===== src/inc/slfr_map.svh =====
/*
  Constants of the status indicator and default-restore block: register
  offsets, field positions, reset values and timing figures.
  Assumes a 20 MHz module clock and a 32-bit APB register bus.
*/
`ifndef SLFR_MAP_SVH
`define SLFR_MAP_SVH

// ------------------------------------------------------------
// Register byte offsets
// ------------------------------------------------------------
`define SLFR_OFS_CTRL      8'h00
`define SLFR_OFS_STATUS    8'h04
`define SLFR_OFS_INT_STAT  8'h08
`define SLFR_OFS_INT_MASK  8'h0C

// ------------------------------------------------------------
// Field positions and reset values
// ------------------------------------------------------------
`define SLFR_CTRL_CMD_BIT   0
`define SLFR_CTRL_RST       1'h0
`define SLFR_ST_LINK_BIT    0
`define SLFR_ST_CMD_BIT     1
`define SLFR_ST_BLINK_BIT   2
`define SLFR_ST_RESTORE_BIT 3
`define SLFR_ST_WATCH_BIT   4
`define SLFR_INT_RESTORE    0
`define SLFR_INT_ABANDON    1
`define SLFR_INT_LINK_UP    2
`define SLFR_INT_LINK_DOWN  3
`define SLFR_INT_W          4
`define SLFR_MASK_RST       4'h0

// ------------------------------------------------------------
// Timing
// ------------------------------------------------------------
`define SLFR_CLK_PERIOD_NS  50
`define SLFR_TICK_MS        1
`define SLFR_TICK_CYC       (`SLFR_TICK_MS * 1000000 / `SLFR_CLK_PERIOD_NS)
`define SLFR_DISC_HZ        1
`define SLFR_CMD_HZ         10
`define SLFR_DISC_HALF_MS   (1000 / (2 * `SLFR_DISC_HZ))
`define SLFR_CMD_HALF_MS    (1000 / (2 * `SLFR_CMD_HZ))
`define SLFR_RISE_GAP_MS    1000
`define SLFR_GAP_TOL_MS     250
`define SLFR_STEP_LIMIT_MS  3000
`define SLFR_DEBOUNCE_MS    20

`endif


===== src/inc/slfr_pkg.sv =====
/*
  Types of the status indicator and default-restore block.
  Assumes slfr_map.svh supplies the numeric constants.
*/
package slfr_pkg;

  // ------------------------------------------------------------
  // Default-restore watcher states
  // ------------------------------------------------------------
  typedef enum logic [5:0] {
    SLFR_ARM   = 6'h01,
    SLFR_FALL1 = 6'h02,
    SLFR_RISE1 = 6'h04,
    SLFR_FALL2 = 6'h08,
    SLFR_RISE2 = 6'h10,
    SLFR_IDLE  = 6'h20
  } slfr_seq_t;

  // ------------------------------------------------------------
  // Indicator modes
  // ------------------------------------------------------------
  typedef enum logic [2:0] {
    SLFR_M_DISC = 3'h1,
    SLFR_M_CMD  = 3'h2,
    SLFR_M_LINK = 3'h4
  } slfr_mode_t;

endpackage


===== src/rtl/slfr_debounce.sv =====
/*
  Debounce filter for the factory-default input.
  Assumes the input is synchronous to clk_i and tick_i is a one-cycle
  pulse once per millisecond.
*/
`timescale 1ns/100ps
`include "slfr_map.svh"

module slfr_debounce
  import slfr_pkg::*;
#(
  parameter int unsigned STABLE_TICKS = `SLFR_DEBOUNCE_MS
) (
  // Clock and reset
  input  wire logic clk_i,
  input  wire logic rst_ni,
  // Sampling
  input  wire logic tick_i,
  input  wire logic raw_i,
  // Filtered level
  output logic      level_o,
  output logic      settled_o
);

  if (STABLE_TICKS < 1 || STABLE_TICKS > 255) begin : g_chk
    $error("slfr_debounce: STABLE_TICKS out of range");
  end

  logic       cand_q, cand_d;
  logic [7:0] cnt_q, cnt_d;
  logic       level_d, settled_d;

  // ------------------------------------------------------------
  // Filter
  // ------------------------------------------------------------
  always_comb begin
    cand_d    = cand_q;
    cnt_d     = cnt_q;
    level_d   = level_o;
    settled_d = settled_o;
    if (raw_i != cand_q) begin
      // Any glitch restarts the stability count
      cand_d = raw_i;
      cnt_d  = 8'h00;
    end else if (tick_i) begin
      if (cnt_q == 8'(STABLE_TICKS - 1)) begin
        level_d   = cand_q;
        settled_d = 1'b1;
      end else begin
        cnt_d = cnt_q + 8'h01;
      end
    end
  end

  always_ff @(posedge clk_i or negedge rst_ni) begin
    if (!rst_ni) begin
      cand_q    <= 1'b0;
      cnt_q     <= 8'h00;
      level_o   <= 1'b0;
      settled_o <= 1'b0;
    end else begin
      cand_q    <= cand_d;
      cnt_q     <= cnt_d;
      level_o   <= level_d;
      settled_o <= settled_d;
    end
  end

endmodule


===== src/rtl/slfr_top.sv =====
/*
  Status indicator and default-restore supervisor with an APB register
  file and a level interrupt.
  Assumes all inputs synchronous to clk_i (20 MHz) and resetn_i driven
  low by the host for device reset.
*/
// The address map and the APB slave port are this design's own decisions.
// Notes on behaviour
// (RULE1) Host: pin high at power-up, toggle twice
// (RULE2) Full sequence seen: restore every factory default
// (RULE3) Discoverable, no link: blink at 1 Hz
// (RULE4) Command state: blink at 10 Hz
// (RULE5) Linked: blink output held steadily high
// (RULE6) Link output follows connection state directly
// (RULE7) No link: link output low in any state
// (RULE8) Reset active low; release marks power-up
// (RULE9) Debounce pin; rise gap within tolerance window
`timescale 1ns/100ps
`include "slfr_map.svh"

module slfr_top
  import slfr_pkg::*;
#(
  parameter int unsigned TICK_CYC   = `SLFR_TICK_CYC,
  parameter int unsigned DISC_HALF  = `SLFR_DISC_HALF_MS,
  parameter int unsigned CMD_HALF   = `SLFR_CMD_HALF_MS,
  parameter int unsigned GAP_MS     = `SLFR_RISE_GAP_MS,
  parameter int unsigned GAP_TOL    = `SLFR_GAP_TOL_MS,
  parameter int unsigned STEP_LIMIT = `SLFR_STEP_LIMIT_MS,
  parameter int unsigned DEB_MS     = `SLFR_DEBOUNCE_MS
) (
  // Clock and reset
  input  wire logic        clk_i,
  input  wire logic        resetn_i,
  // APB slave
  input  wire logic        psel_i,
  input  wire logic        penable_i,
  input  wire logic        pwrite_i,
  input  wire logic [7:0]  paddr_i,
  input  wire logic [31:0] pwdata_i,
  output logic             pready_o,
  output logic [31:0]      prdata_o,
  output logic             pslverr_o,
  // Device pins
  input  wire logic        factory_default_pin_i,
  output logic             status_blink_pin_o,
  output logic             link_state_pin_o,
  // Core side
  input  wire logic        link_up_i,
  output logic             restore_defaults_o,
  output logic             irq_o
);

  // ------------------------------------------------------------
  // Elaboration checks
  // ------------------------------------------------------------
  if (TICK_CYC < 2 || TICK_CYC > 1048575) begin : g_chk_tick
    $error("slfr_top: TICK_CYC out of range");
  end
  if (DISC_HALF < 1 || CMD_HALF < 1 || DISC_HALF > 8191
      || CMD_HALF > 8191) begin : g_chk_blink
    $error("slfr_top: blink half periods out of range");
  end
  if (GAP_TOL >= GAP_MS || GAP_MS + GAP_TOL >= STEP_LIMIT
      || STEP_LIMIT > 8191) begin : g_chk_gap
    $error("slfr_top: restore timing out of range");
  end

  localparam logic [12:0] GAP_MIN = 13'(GAP_MS - GAP_TOL);
  localparam logic [12:0] GAP_MAX = 13'(GAP_MS + GAP_TOL);
  localparam logic [12:0] STEP_MAX = 13'(STEP_LIMIT);

  function automatic logic [31:0] widen(input logic [`SLFR_INT_W-1:0] v);
    widen = {28'h0000000, v};
  endfunction

  // ------------------------------------------------------------
  // Reset release
  // ------------------------------------------------------------
  logic [1:0] rsync_q;
  logic       rst_n;

  always_ff @(posedge clk_i or negedge resetn_i) begin
    if (!resetn_i) begin
      rsync_q <= 2'h0;
    end else begin
      rsync_q <= {rsync_q[0], 1'b1};
    end
  end
  assign rst_n = rsync_q[1];

  // ------------------------------------------------------------
  // Millisecond timebase
  // ------------------------------------------------------------
  logic [19:0] pre_q, pre_d;
  logic        tick_q, tick_d;

  always_comb begin
    pre_d  = pre_q + 20'h00001;
    tick_d = 1'b0;
    if (pre_q == 20'(TICK_CYC - 1)) begin
      pre_d  = 20'h00000;
      tick_d = 1'b1;
    end
  end

  always_ff @(posedge clk_i or negedge rst_n) begin
    if (!rst_n) begin
      pre_q  <= 20'h00000;
      tick_q <= 1'b0;
    end else begin
      pre_q  <= pre_d;
      tick_q <= tick_d;
    end
  end

  // ------------------------------------------------------------
  // Default-restore watcher
  // ------------------------------------------------------------
  logic        pin_lvl, pin_ok, pin_prev_q;
  logic        rise, fall;
  slfr_seq_t   seq_q, seq_d;
  logic [12:0] ms_q, ms_d;
  logic        restore_d, abandon_ev;

  slfr_debounce #(
    .STABLE_TICKS (DEB_MS)
  ) u_deb (
    .clk_i     (clk_i),
    .rst_ni    (rst_n),
    .tick_i    (tick_q),
    .raw_i     (factory_default_pin_i),
    .level_o   (pin_lvl),
    .settled_o (pin_ok)
  ); // see (RULE9)

  assign rise = pin_lvl & ~pin_prev_q;
  assign fall = ~pin_lvl & pin_prev_q;

  always_comb begin
    seq_d      = seq_q;
    ms_d       = (tick_q && ms_q != 13'h1FFF) ? ms_q + 13'h0001 : ms_q;
    restore_d  = 1'b0;
    abandon_ev = 1'b0;
    unique case (seq_q)
      SLFR_ARM: begin
        // First settled level after reset release is the power-up level
        ms_d = 13'h0000;
        if (pin_ok) begin
          seq_d = pin_lvl ? SLFR_FALL1 : SLFR_IDLE; // see (RULE8)
        end
      end
      SLFR_FALL1: begin
        if (fall) begin
          seq_d = SLFR_RISE1;
          ms_d  = 13'h0000;
        end else if (ms_q >= STEP_MAX) begin
          // Pin simply strapped high: no restore, not an error
          seq_d = SLFR_IDLE;
        end
      end
      SLFR_RISE1: begin
        if (rise) begin
          seq_d = SLFR_FALL2;
          ms_d  = 13'h0000;
        end else if (ms_q >= STEP_MAX) begin
          seq_d      = SLFR_IDLE;
          abandon_ev = 1'b1;
        end
      end
      SLFR_FALL2: begin
        // Interval keeps running from the first rise
        if (ms_q > GAP_MAX) begin
          seq_d      = SLFR_IDLE;
          abandon_ev = 1'b1; // see (RULE9)
        end else if (fall) begin
          seq_d = SLFR_RISE2;
        end
      end
      SLFR_RISE2: begin
        if (rise && ms_q >= GAP_MIN && ms_q <= GAP_MAX) begin
          seq_d     = SLFR_IDLE;
          restore_d = 1'b1; // see (RULE1) (RULE2) (RULE9)
        end else if (rise || ms_q > GAP_MAX) begin
          seq_d      = SLFR_IDLE;
          abandon_ev = 1'b1; // see (RULE9)
        end
      end
      SLFR_IDLE: begin
        ms_d = 13'h0000;
      end
      default: begin
        seq_d = SLFR_IDLE;
      end
    endcase
  end

  always_ff @(posedge clk_i or negedge rst_n) begin
    if (!rst_n) begin
      seq_q              <= SLFR_ARM;
      ms_q               <= 13'h0000;
      pin_prev_q         <= 1'b0;
      restore_defaults_o <= 1'b0;
    end else begin
      seq_q              <= seq_d;
      ms_q               <= ms_d;
      pin_prev_q         <= pin_lvl;
      restore_defaults_o <= restore_d;
    end
  end

  // ------------------------------------------------------------
  // Indicator outputs
  // ------------------------------------------------------------
  logic        cmd_q, cmd_d;
  slfr_mode_t  mode, mode_q;
  logic [12:0] bl_q, bl_d;
  logic        blink_d;
  logic        link_prev_q;

  always_comb begin
    if (link_up_i) begin
      mode = SLFR_M_LINK;
    end else if (cmd_q) begin
      mode = SLFR_M_CMD;
    end else begin
      mode = SLFR_M_DISC;
    end
  end

  always_comb begin
    bl_d    = (tick_q) ? bl_q + 13'h0001 : bl_q;
    blink_d = status_blink_pin_o;
    unique case (mode)
      SLFR_M_LINK: begin
        bl_d    = 13'h0000;
        blink_d = 1'b1; // see (RULE5)
      end
      SLFR_M_CMD: begin
        if (tick_q && bl_q == 13'(CMD_HALF - 1)) begin
          bl_d    = 13'h0000;
          blink_d = ~status_blink_pin_o; // see (RULE4)
        end
      end
      SLFR_M_DISC: begin
        if (tick_q && bl_q == 13'(DISC_HALF - 1)) begin
          bl_d    = 13'h0000;
          blink_d = ~status_blink_pin_o; // see (RULE3)
        end
      end
    endcase
    // Restart the phase on a mode change so the new rate shows at once
    if (mode != mode_q) begin
      bl_d = 13'h0000;
    end
  end

  always_ff @(posedge clk_i or negedge rst_n) begin
    if (!rst_n) begin
      bl_q               <= 13'h0000;
      mode_q             <= SLFR_M_DISC;
      status_blink_pin_o <= 1'b0;
      link_state_pin_o   <= 1'b0;
      link_prev_q        <= 1'b0;
    end else begin
      bl_q               <= bl_d;
      mode_q             <= mode;
      status_blink_pin_o <= blink_d;
      link_state_pin_o   <= link_up_i; // see (RULE6) (RULE7)
      link_prev_q        <= link_up_i;
    end
  end

  // ------------------------------------------------------------
  // APB register file and interrupt
  // ------------------------------------------------------------
  logic                  setup, access;
  logic                  pready_d, pslverr_d;
  logic [31:0]           prdata_d;
  logic [`SLFR_INT_W-1:0] ist_q, ist_d, imask_q, imask_d, iset;
  logic                  irq_d, restored_q, restored_d, hit;

  assign setup  = psel_i & ~penable_i;
  assign access = psel_i & penable_i & pready_o;

  always_comb begin
    iset = '0;
    iset[`SLFR_INT_RESTORE]   = restore_d;
    iset[`SLFR_INT_ABANDON]   = abandon_ev;
    iset[`SLFR_INT_LINK_UP]   = link_up_i & ~link_prev_q;
    iset[`SLFR_INT_LINK_DOWN] = ~link_up_i & link_prev_q;
  end

  always_comb begin
    pready_d   = setup;
    pslverr_d  = 1'b0;
    prdata_d   = 32'h00000000;
    hit        = 1'b1;
    cmd_d      = cmd_q;
    imask_d    = imask_q;
    ist_d      = ist_q;
    restored_d = restored_q | restore_d;
    unique case (paddr_i)
      `SLFR_OFS_CTRL: begin
        prdata_d[`SLFR_CTRL_CMD_BIT] = cmd_q;
      end
      `SLFR_OFS_STATUS: begin
        prdata_d[`SLFR_ST_LINK_BIT]    = link_state_pin_o;
        prdata_d[`SLFR_ST_CMD_BIT]     = cmd_q;
        prdata_d[`SLFR_ST_BLINK_BIT]   = status_blink_pin_o;
        prdata_d[`SLFR_ST_RESTORE_BIT] = restored_q;
        prdata_d[`SLFR_ST_WATCH_BIT]   = (seq_q != SLFR_IDLE);
      end
      `SLFR_OFS_INT_STAT: begin
        prdata_d = widen(ist_q);
      end
      `SLFR_OFS_INT_MASK: begin
        prdata_d = widen(imask_q);
      end
      default: begin
        hit = 1'b0;
      end
    endcase
    if (setup) begin
      pslverr_d = ~hit;
      if (!hit) begin
        prdata_d = 32'h00000000;
      end
    end else begin
      prdata_d = prdata_o;
    end
    if (access && pwrite_i && hit) begin
      unique case (paddr_i)
        `SLFR_OFS_CTRL: cmd_d = pwdata_i[`SLFR_CTRL_CMD_BIT];
        `SLFR_OFS_INT_MASK: imask_d = pwdata_i[`SLFR_INT_W-1:0];
        default: begin
        end
      endcase
    end
    // Read clears status; a same-cycle event still lands
    if (access && !pwrite_i && paddr_i == `SLFR_OFS_INT_STAT) begin
      ist_d = '0;
    end
    ist_d = ist_d | iset;
    // Stored settings fall back to factory values
    if (restore_d) begin
      cmd_d   = `SLFR_CTRL_RST; // see (RULE2)
      imask_d = `SLFR_MASK_RST;
    end
    irq_d = |(ist_d & imask_d);
  end

  always_ff @(posedge clk_i or negedge rst_n) begin
    if (!rst_n) begin
      pready_o   <= 1'b0;
      pslverr_o  <= 1'b0;
      prdata_o   <= 32'h00000000;
      cmd_q      <= `SLFR_CTRL_RST;
      imask_q    <= `SLFR_MASK_RST;
      ist_q      <= '0;
      restored_q <= 1'b0;
      irq_o      <= 1'b0;
    end else begin
      pready_o   <= pready_d;
      pslverr_o  <= pslverr_d;
      prdata_o   <= prdata_d;
      cmd_q      <= cmd_d;
      imask_q    <= imask_d;
      ist_q      <= ist_d;
      restored_q <= restored_d;
      irq_o      <= irq_d;
    end
  end

endmodule


===== config.mk =====
export PLATFORM = sky130hd
export DESIGN_NAME = slfr_top
export DESIGN_NICKNAME = d
export VERILOG_FILES = /design/src/inc/slfr_pkg.sv /design/src/rtl/slfr_debounce.sv /design/src/rtl/slfr_top.sv
export VERILOG_INCLUDE_DIRS = /design/src /design/src/inc
export SDC_FILE = /design/constraint.sdc
export NUM_CORES = 1
export LEC_CHECK = 0
export ABC_AREA = 1
export BUFFER_PORTS_ARGS = -buffer_cell sky130_fd_sc_hd__clkbuf_2
export CORE_MARGIN = 5
export CORE_UTILIZATION = 57
export DETAILED_ROUTE_END_ITERATION = 10
export GPL_TIMING_DRIVEN = 0
export PLACE_DENSITY_LB_ADDON = 0.3
export SYNTH_ARGS = -nofsm -noshare
export SYNTH_HDL_FRONTEND = slang
export SYNTH_SLANG_ARGS = --single-unit

===== constraint.sdc =====
create_clock -name clk_i -period 3.53 [get_ports clk_i]
set_input_delay 0.5295 -clock clk_i [delete_from_list [all_inputs] [get_ports clk_i]]
set_output_delay 0.5295 -clock clk_i [all_outputs]
set_load 0.05 [all_outputs]

Word level (Yosys, flattened, before mapping)
Cells that the tools add are included.
{ "totals": {"reg_bits": 118, "out_inout_bits": 38, "word_cells": 148} }
{ "classes": {"n_addsub": 4, "n_lt_le_gt_ge": 4, "eq_ne": 26, "mux": 49, "bitwise_logic": 19, "n_reduce_logical": 23} }
{ "op_table": {"columns": ["op", "n"], "rows": [
  ["13-bit two-way mux", 7],
  ["13-bit case mux with 3 select lines", 2],
  ["6-bit two-way mux", 9],
  ["6-bit case mux with 6 select lines", 1],
  ["13-bit by 1-bit adder with 13-bit output (second input constant)", 2],
  ["8-bit two-way mux", 3],
  ["20-bit by 1-bit adder with 20-bit output (second input constant)", 1],
  ["20-bit by 15-bit equality test with 1-bit output (second input constant)", 1],
  ["20-bit two-way mux", 1],
  ["8-bit by 4-bit equality test with 1-bit output (second input constant)", 2],
  ["4-bit two-way mux", 4],
  ["1-bit two-way mux", 15],
  ["13-bit by 6-bit equality test with 1-bit output (second input constant)", 1],
  ["13-bit by 9-bit equality test with 1-bit output (second input constant)", 1],
  ["13-bit by 10-bit greater-or-equal comparator with 1-bit output (second input constant)", 1],
  ["13-bit by 12-bit greater-or-equal comparator with 1-bit output (second input constant)", 1],
  ["13-bit by 11-bit > comparator with 1-bit output (second input constant)", 1],
  ["13-bit by 11-bit less-or-equal comparator with 1-bit output (second input constant)", 1],
  ["13-bit inequality test (second input constant)", 1],
  ["4-bit case mux with 3 select lines", 1],
  ["1-bit logical AND", 9],
  ["1-bit inverter", 9],
  ["8-bit by 1-bit adder with 8-bit output (second input constant)", 1],
  ["8-bit by 3-bit equality test with 1-bit output (second input constant)", 1],
  ["other kinds (34)", 49]
]} }

Longest topological paths before layout
{ "depth": {"word_depth": 9, "ltp_mapped": 11, "depth_no_buf": 11} }

By module
Synthesis repeated with hierarchy kept, for this count alone.
{ "hier_totals": {"cells_unflattened": 655, "hier_area_um2": 5116.2} }
{ "by_module_without_submodules": {"columns": ["module", "n_inst", "cells_each", "area_each_um2", "seq_area_each_um2"], "rows": [
  ["slfr_top", 1, 571, 4489.3, 1979.4],
  ["slfr_debounce", 1, 84, 626.9, 275.3]
]} }

Least setup slack after synthesis
No wires, ideal clock.
{ "synth_path": {"path_kind": "register to register", "startpoint": "register link_prev_q (netlist name)", "endpoint": "register bl_q[11]", "arrival_time_ns": 1.684, "required_ns": 3.459, "path_slack_ns": 1.775, "stages_incl_launch_ff": 8, "path_buffers": 1, "synth_period_minus_slack_ns": 1.755, "cell_sequence": "dfrtp_1 > inv_1 > ha_1 > nand2_1 > a221oi_1 > nand3_1 > buf_4 > nor2_1"} }
{ "synth_lines": {"columns": ["item", "line", "source"], "rows": [
  ["end signal, assigned", "slfr_top.sv:266", "bl_q <= bl_d;"],
  ["end, declared", "slfr_top.sv:217", "logic [12:0] bl_q, bl_d;"]
]} }

Worst setup path after layout
{ "layout_path": {"startpoint": "register seq_q[1]", "endpoint": "register ms_q[10]"} }
{ "layout_between": {"elab_chain_cells": 3} }
{ "layout_lines": {"columns": ["item", "line", "source"], "rows": [
  ["start, declared", "slfr_top.sv:122", "slfr_seq_t seq_q, seq_d;"],
  ["start signal, assigned", "slfr_top.sv:205", "seq_q <= seq_d;"],
  ["6-bit by 1-bit equality test with 1-bit output or 6-bit equality test (tied branches)", "slfr_top.sv:145", "unique case (seq_q)"],
  ["2-bit OR reduction (no source line)", null, null],
  ["13-bit case mux with 3 select lines *", "slfr_top.sv:145", null],
  ["via ms_d[10]", "slfr_top.sv:123", "logic [12:0] ms_q, ms_d;"],
  ["end signal, assigned", "slfr_top.sv:206", "ms_q <= ms_d;"],
  ["end, declared", "slfr_top.sv:123", null]
]} }
Mark *: on every way through the listed nets, which the timed path passes. The rest lies on a longest branch.
A chain may end at the register's enable or synchronous reset.

==> results.py <==
metrics = {
    "power": {
        "design_power_total_w": 0.00192,
        "power_frac_comb_pct": 8.1,
        "power.internal_w": 0.00145,
        "clockPowerShare_pct": 37.7,
        "seq_power_share_pct": 54.2,
        "p_leak_nw": 2.89,
        "switching_power_w": 0.000476,
        "p_per_area_nw_per_um2": 338,
        "ir_drop_mv": 0.203,
        "p_sw_share_pct": 24.7,
    },
    "timing": {
        "rsz0062_at_grt": "no",
        "max_slew.worst_pin.slew_ps": 543,
        "hold_slack_ps": 208,
        "slew_headroom_pct": 63.5,
        "report.final.slew_viol_count": 0,
        "finalClockSkew_ps": 9.00,
        "fin_crit_ps": 1860,
        "finalSetupViolCount": 0,
        "fin_crit_sh_pct": 52.6,
        "hold_viol": 0,
        "clock.fmax_ghz": 0.539,
    },
    "worst_setup_path": {
        "slowest_stage": "dfrtp_1",
        "arrival_ps": 2080,
        "max_stage_delay_ps": 440,
        "path_max_fanout": 7,
        "crit_family": "simple AND/OR/NAND/NOR gates",
        "worstPathRequired_ps": 3750,
        "worstPathCellList": "nor2_1 -> nand2_1 -> nor3_1 -> nor2_2 -> nor2_2 -> inv_2 -> o21ai_1 -> a21oi_1",
        "cp.buffers_inverters": 1,
        "cp-start-kind": "flip-flop",
        "worstSetupPathType": "flip-flop to flip-flop",
        "endpoint_kind": "flip-flop",
        "crit_top_cell": "nor2_2",
    },
    "synthesis": {
        "synth_enable_flop_cells": 0,
        "post-synth-top-count-cell": "nand2_1",
        "ys_ff_latch": 90,
        "synth_top_flop_cell": "dfrtp_1",
        "synth_top_area_share_pct": 43.5,
        "yosysTopAreaCell": "dfrtp_1",
        "seq_area_frac_synth_pct": 44.5,
        "syn_inst": 647,
        "synth.distinct_cells": 40,
        "syn_avg_cell_area_um2": 7.83,
        "synth.area.top_cells": "dfrtp_1, nand2_1, inv_1",
        "ys_warn_count": 0,
        "netlist_area_um2": 5070,
        "yosys-top-cells-count": "nand2_1, inv_1, dfrtp_1",
        "ys_async_sr_fraction_pct": 100,
    },
    "floorplanning": {
        "io_pins": 85,
        "start_util_pct": 58.4,
        "die_y_um": 104,
        "dieArea_um2": 10900,
        "fp.dieW_um": 104,
        "rows": 34,
        "core_um2": 8680,
    },
    "route": {
        "finalWirelength_mm": 9.69,
        "drtIter0Drc": 174,
        "vias_per_cell": 5.06,
        "ant_nets": 0,
        "drcViolationCount": 0,
        "wl_per_cell_um": 11.7,
        "via_count": 4193,
        "dr.pass1.iters": 7,
    },
    "clocking": {
        "htree_levels": 3,
        "holdBufCountCts": 1,
        "cts_sinks": 90,
        "path_clk_slew_ps": 90,
        "cts-root-buf": "clkbuf_8",
        "clk_path_buf_depth": 2,
        "ctsResizeCount": 0,
        "cts_buffers": 9,
        "cts_tree": "built",
        "clock_latency_ps": 350,
        "post_cts_buffers": 0,
    },
    "global_route": {
        "grt_pass1_wl_mm": 17.7,
        "grt-ovfl-total": 0,
        "grt_pass1_vias": 4199,
        "grt_start_max_net_pins": 72,
        "antenna_found_initial": 0,
        "grt_use_total_pct": 19.0,
    },
    "finish": {
        "multiInputGateArea_um2": 2310,
        "diodes": 0,
        "fin_nets": 770,
        "regArea_um2": 2260,
        "fillCellCount": 733,
        "drive_gt1_share_pct": 15.4,
        "fin_util_pct": 65.6,
        "area_delta_synth_final_pct": 12.4,
    },
    "placement": {
        "place.detailed.hpwl_mm": 7.33,
        "port_buffers": 29,
        "place.gp.congestion": 0.917,
    },
    "run_status": {
        "outcome": "complete, no violations",
    },
    "hold_path": {
        "hold_class": "flip-flop to async pin",
    },
    "flow_run": {
        "cap_violations": 0,
    },
}
layer usage:
metal	up-vias	track usage, %	wire [um]
met5	-	0	0
met4	0	7.03	192
met3	20	4.72	532
met2	107	32.0	4610
met1	1903	23.4	4350
li1	2163	-	-
final cells by class:
class / instances / area share [%]
Sequential cell: 90 / 39.6
Timing Repair Buffer: 31 / 3.21
Clock buffer: 11 / 2.66
Buffer: 33 / 4.20
Clock inverter: 5 / 1.05
Tap cell: 108 / 2.37
Multi-Input combinational cell: 453 / 40.5
Inverter: 97 / 6.39
flip-flops by register name, indices dropped and copies added (netlist names), 2 cells and up:
register     count
mode_q           2
ms_q            13
seq_q            6
imask_q          4
pre_q           20
ist_q            4
prdata_o         5
rsync_q          2
bl_q            13
u_deb.cnt_q      8
layout by cell type (no fill, tap or decap), types with 9 or more instances in the layout:
| cell | n |
|---|---|
| inv_1 | 93 |
| nand3_1 | 59 |
| a21oi_1 | 19 |
| clkbuf_8 | 11 |
| buf_4 | 30 |
| nor3_1 | 10 |
| o21ai_0 | 27 |
| nand2_1 | 120 |
| nand4_1 | 24 |
| dfrtp_1 | 87 |
| clkbuf_2 | 29 |
| xor2_1 | 21 |
| conb_1 | 28 |
| nor2_1 | 81 |
| nor4_1 | 9 |
worst paths after layout:
path	startpoint	to	slack, ps	depth (start not counted)
worst max-delay path	seq_q[1]$_DFFE_PN0P_	ms_q[10]$_DFF_PN0_	1670	8
worst min register to register	rsync_q[1]$_DFF_PN0_	u_deb.cnt_q[3]$_DFFE_PN0P_	210	0
max in group asynchronous	rsync_q[1]$_DFF_PN0_	seq_q[0]$_DFFE_PN1P_	2680	1
min in group clk_i	link_up_i	link_prev_q$_DFF_PN0_	360	1
worst min-delay path	rsync_q[1]$_DFF_PN0_	u_deb.cnt_q[3]$_DFFE_PN0P_	210	0
worst max register to register	seq_q[1]$_DFFE_PN0P_	ms_q[10]$_DFF_PN0_	1670	8
power by group through the flow:
stage	Sequential [W]	Clock, W	Combinational [W]
2_1_floorplan	0.00108	0	0.000107
3_3_place_gp	0.00108	0	0.000136
5_1_grt	0.00104	0.000801	0.000171
4_1_cts	0.00104	0.000751	0.000157
6_report	0.00104	0.000724	0.000156
3_5_place_dp	0.00106	0	0.000155
through the flow:
stage / TNS [ps] / std cells / area, um^2 / setup WS (ps)
4_1_cts: 0 / 828 / 5700 / 1710
5_1_grt: 0 / 828 / 5700 / 1540
3_5_place_dp: 0 / 811 / 5480 / 1640
3_3_place_gp: -5930 / 810 / 5440 / -75.3
6_report: 0 / 828 / 5700 / 1670
2_1_floorplan: 0 / 673 / 5160 / 841
cell families (layout without fill, tap and decap cells):
family                   after synthesis  count (layout)  share of synthesized area (%)
AND/OR/NAND/NOR                      330             330                           30.0
buffers and inverters                130             177                           11.9
flip-flops                            90              90                           44.5
AO/OA/AOI/OAI                         58              58                           6.45
XOR/XNOR                              28              28                           4.84
adder cells (fa/ha/maj)                8               8                           1.98
other                                  2              28                          0.148
multiplexers                           1               1                          0.222
No activity file was read; power rests on OpenSTA's default activity.
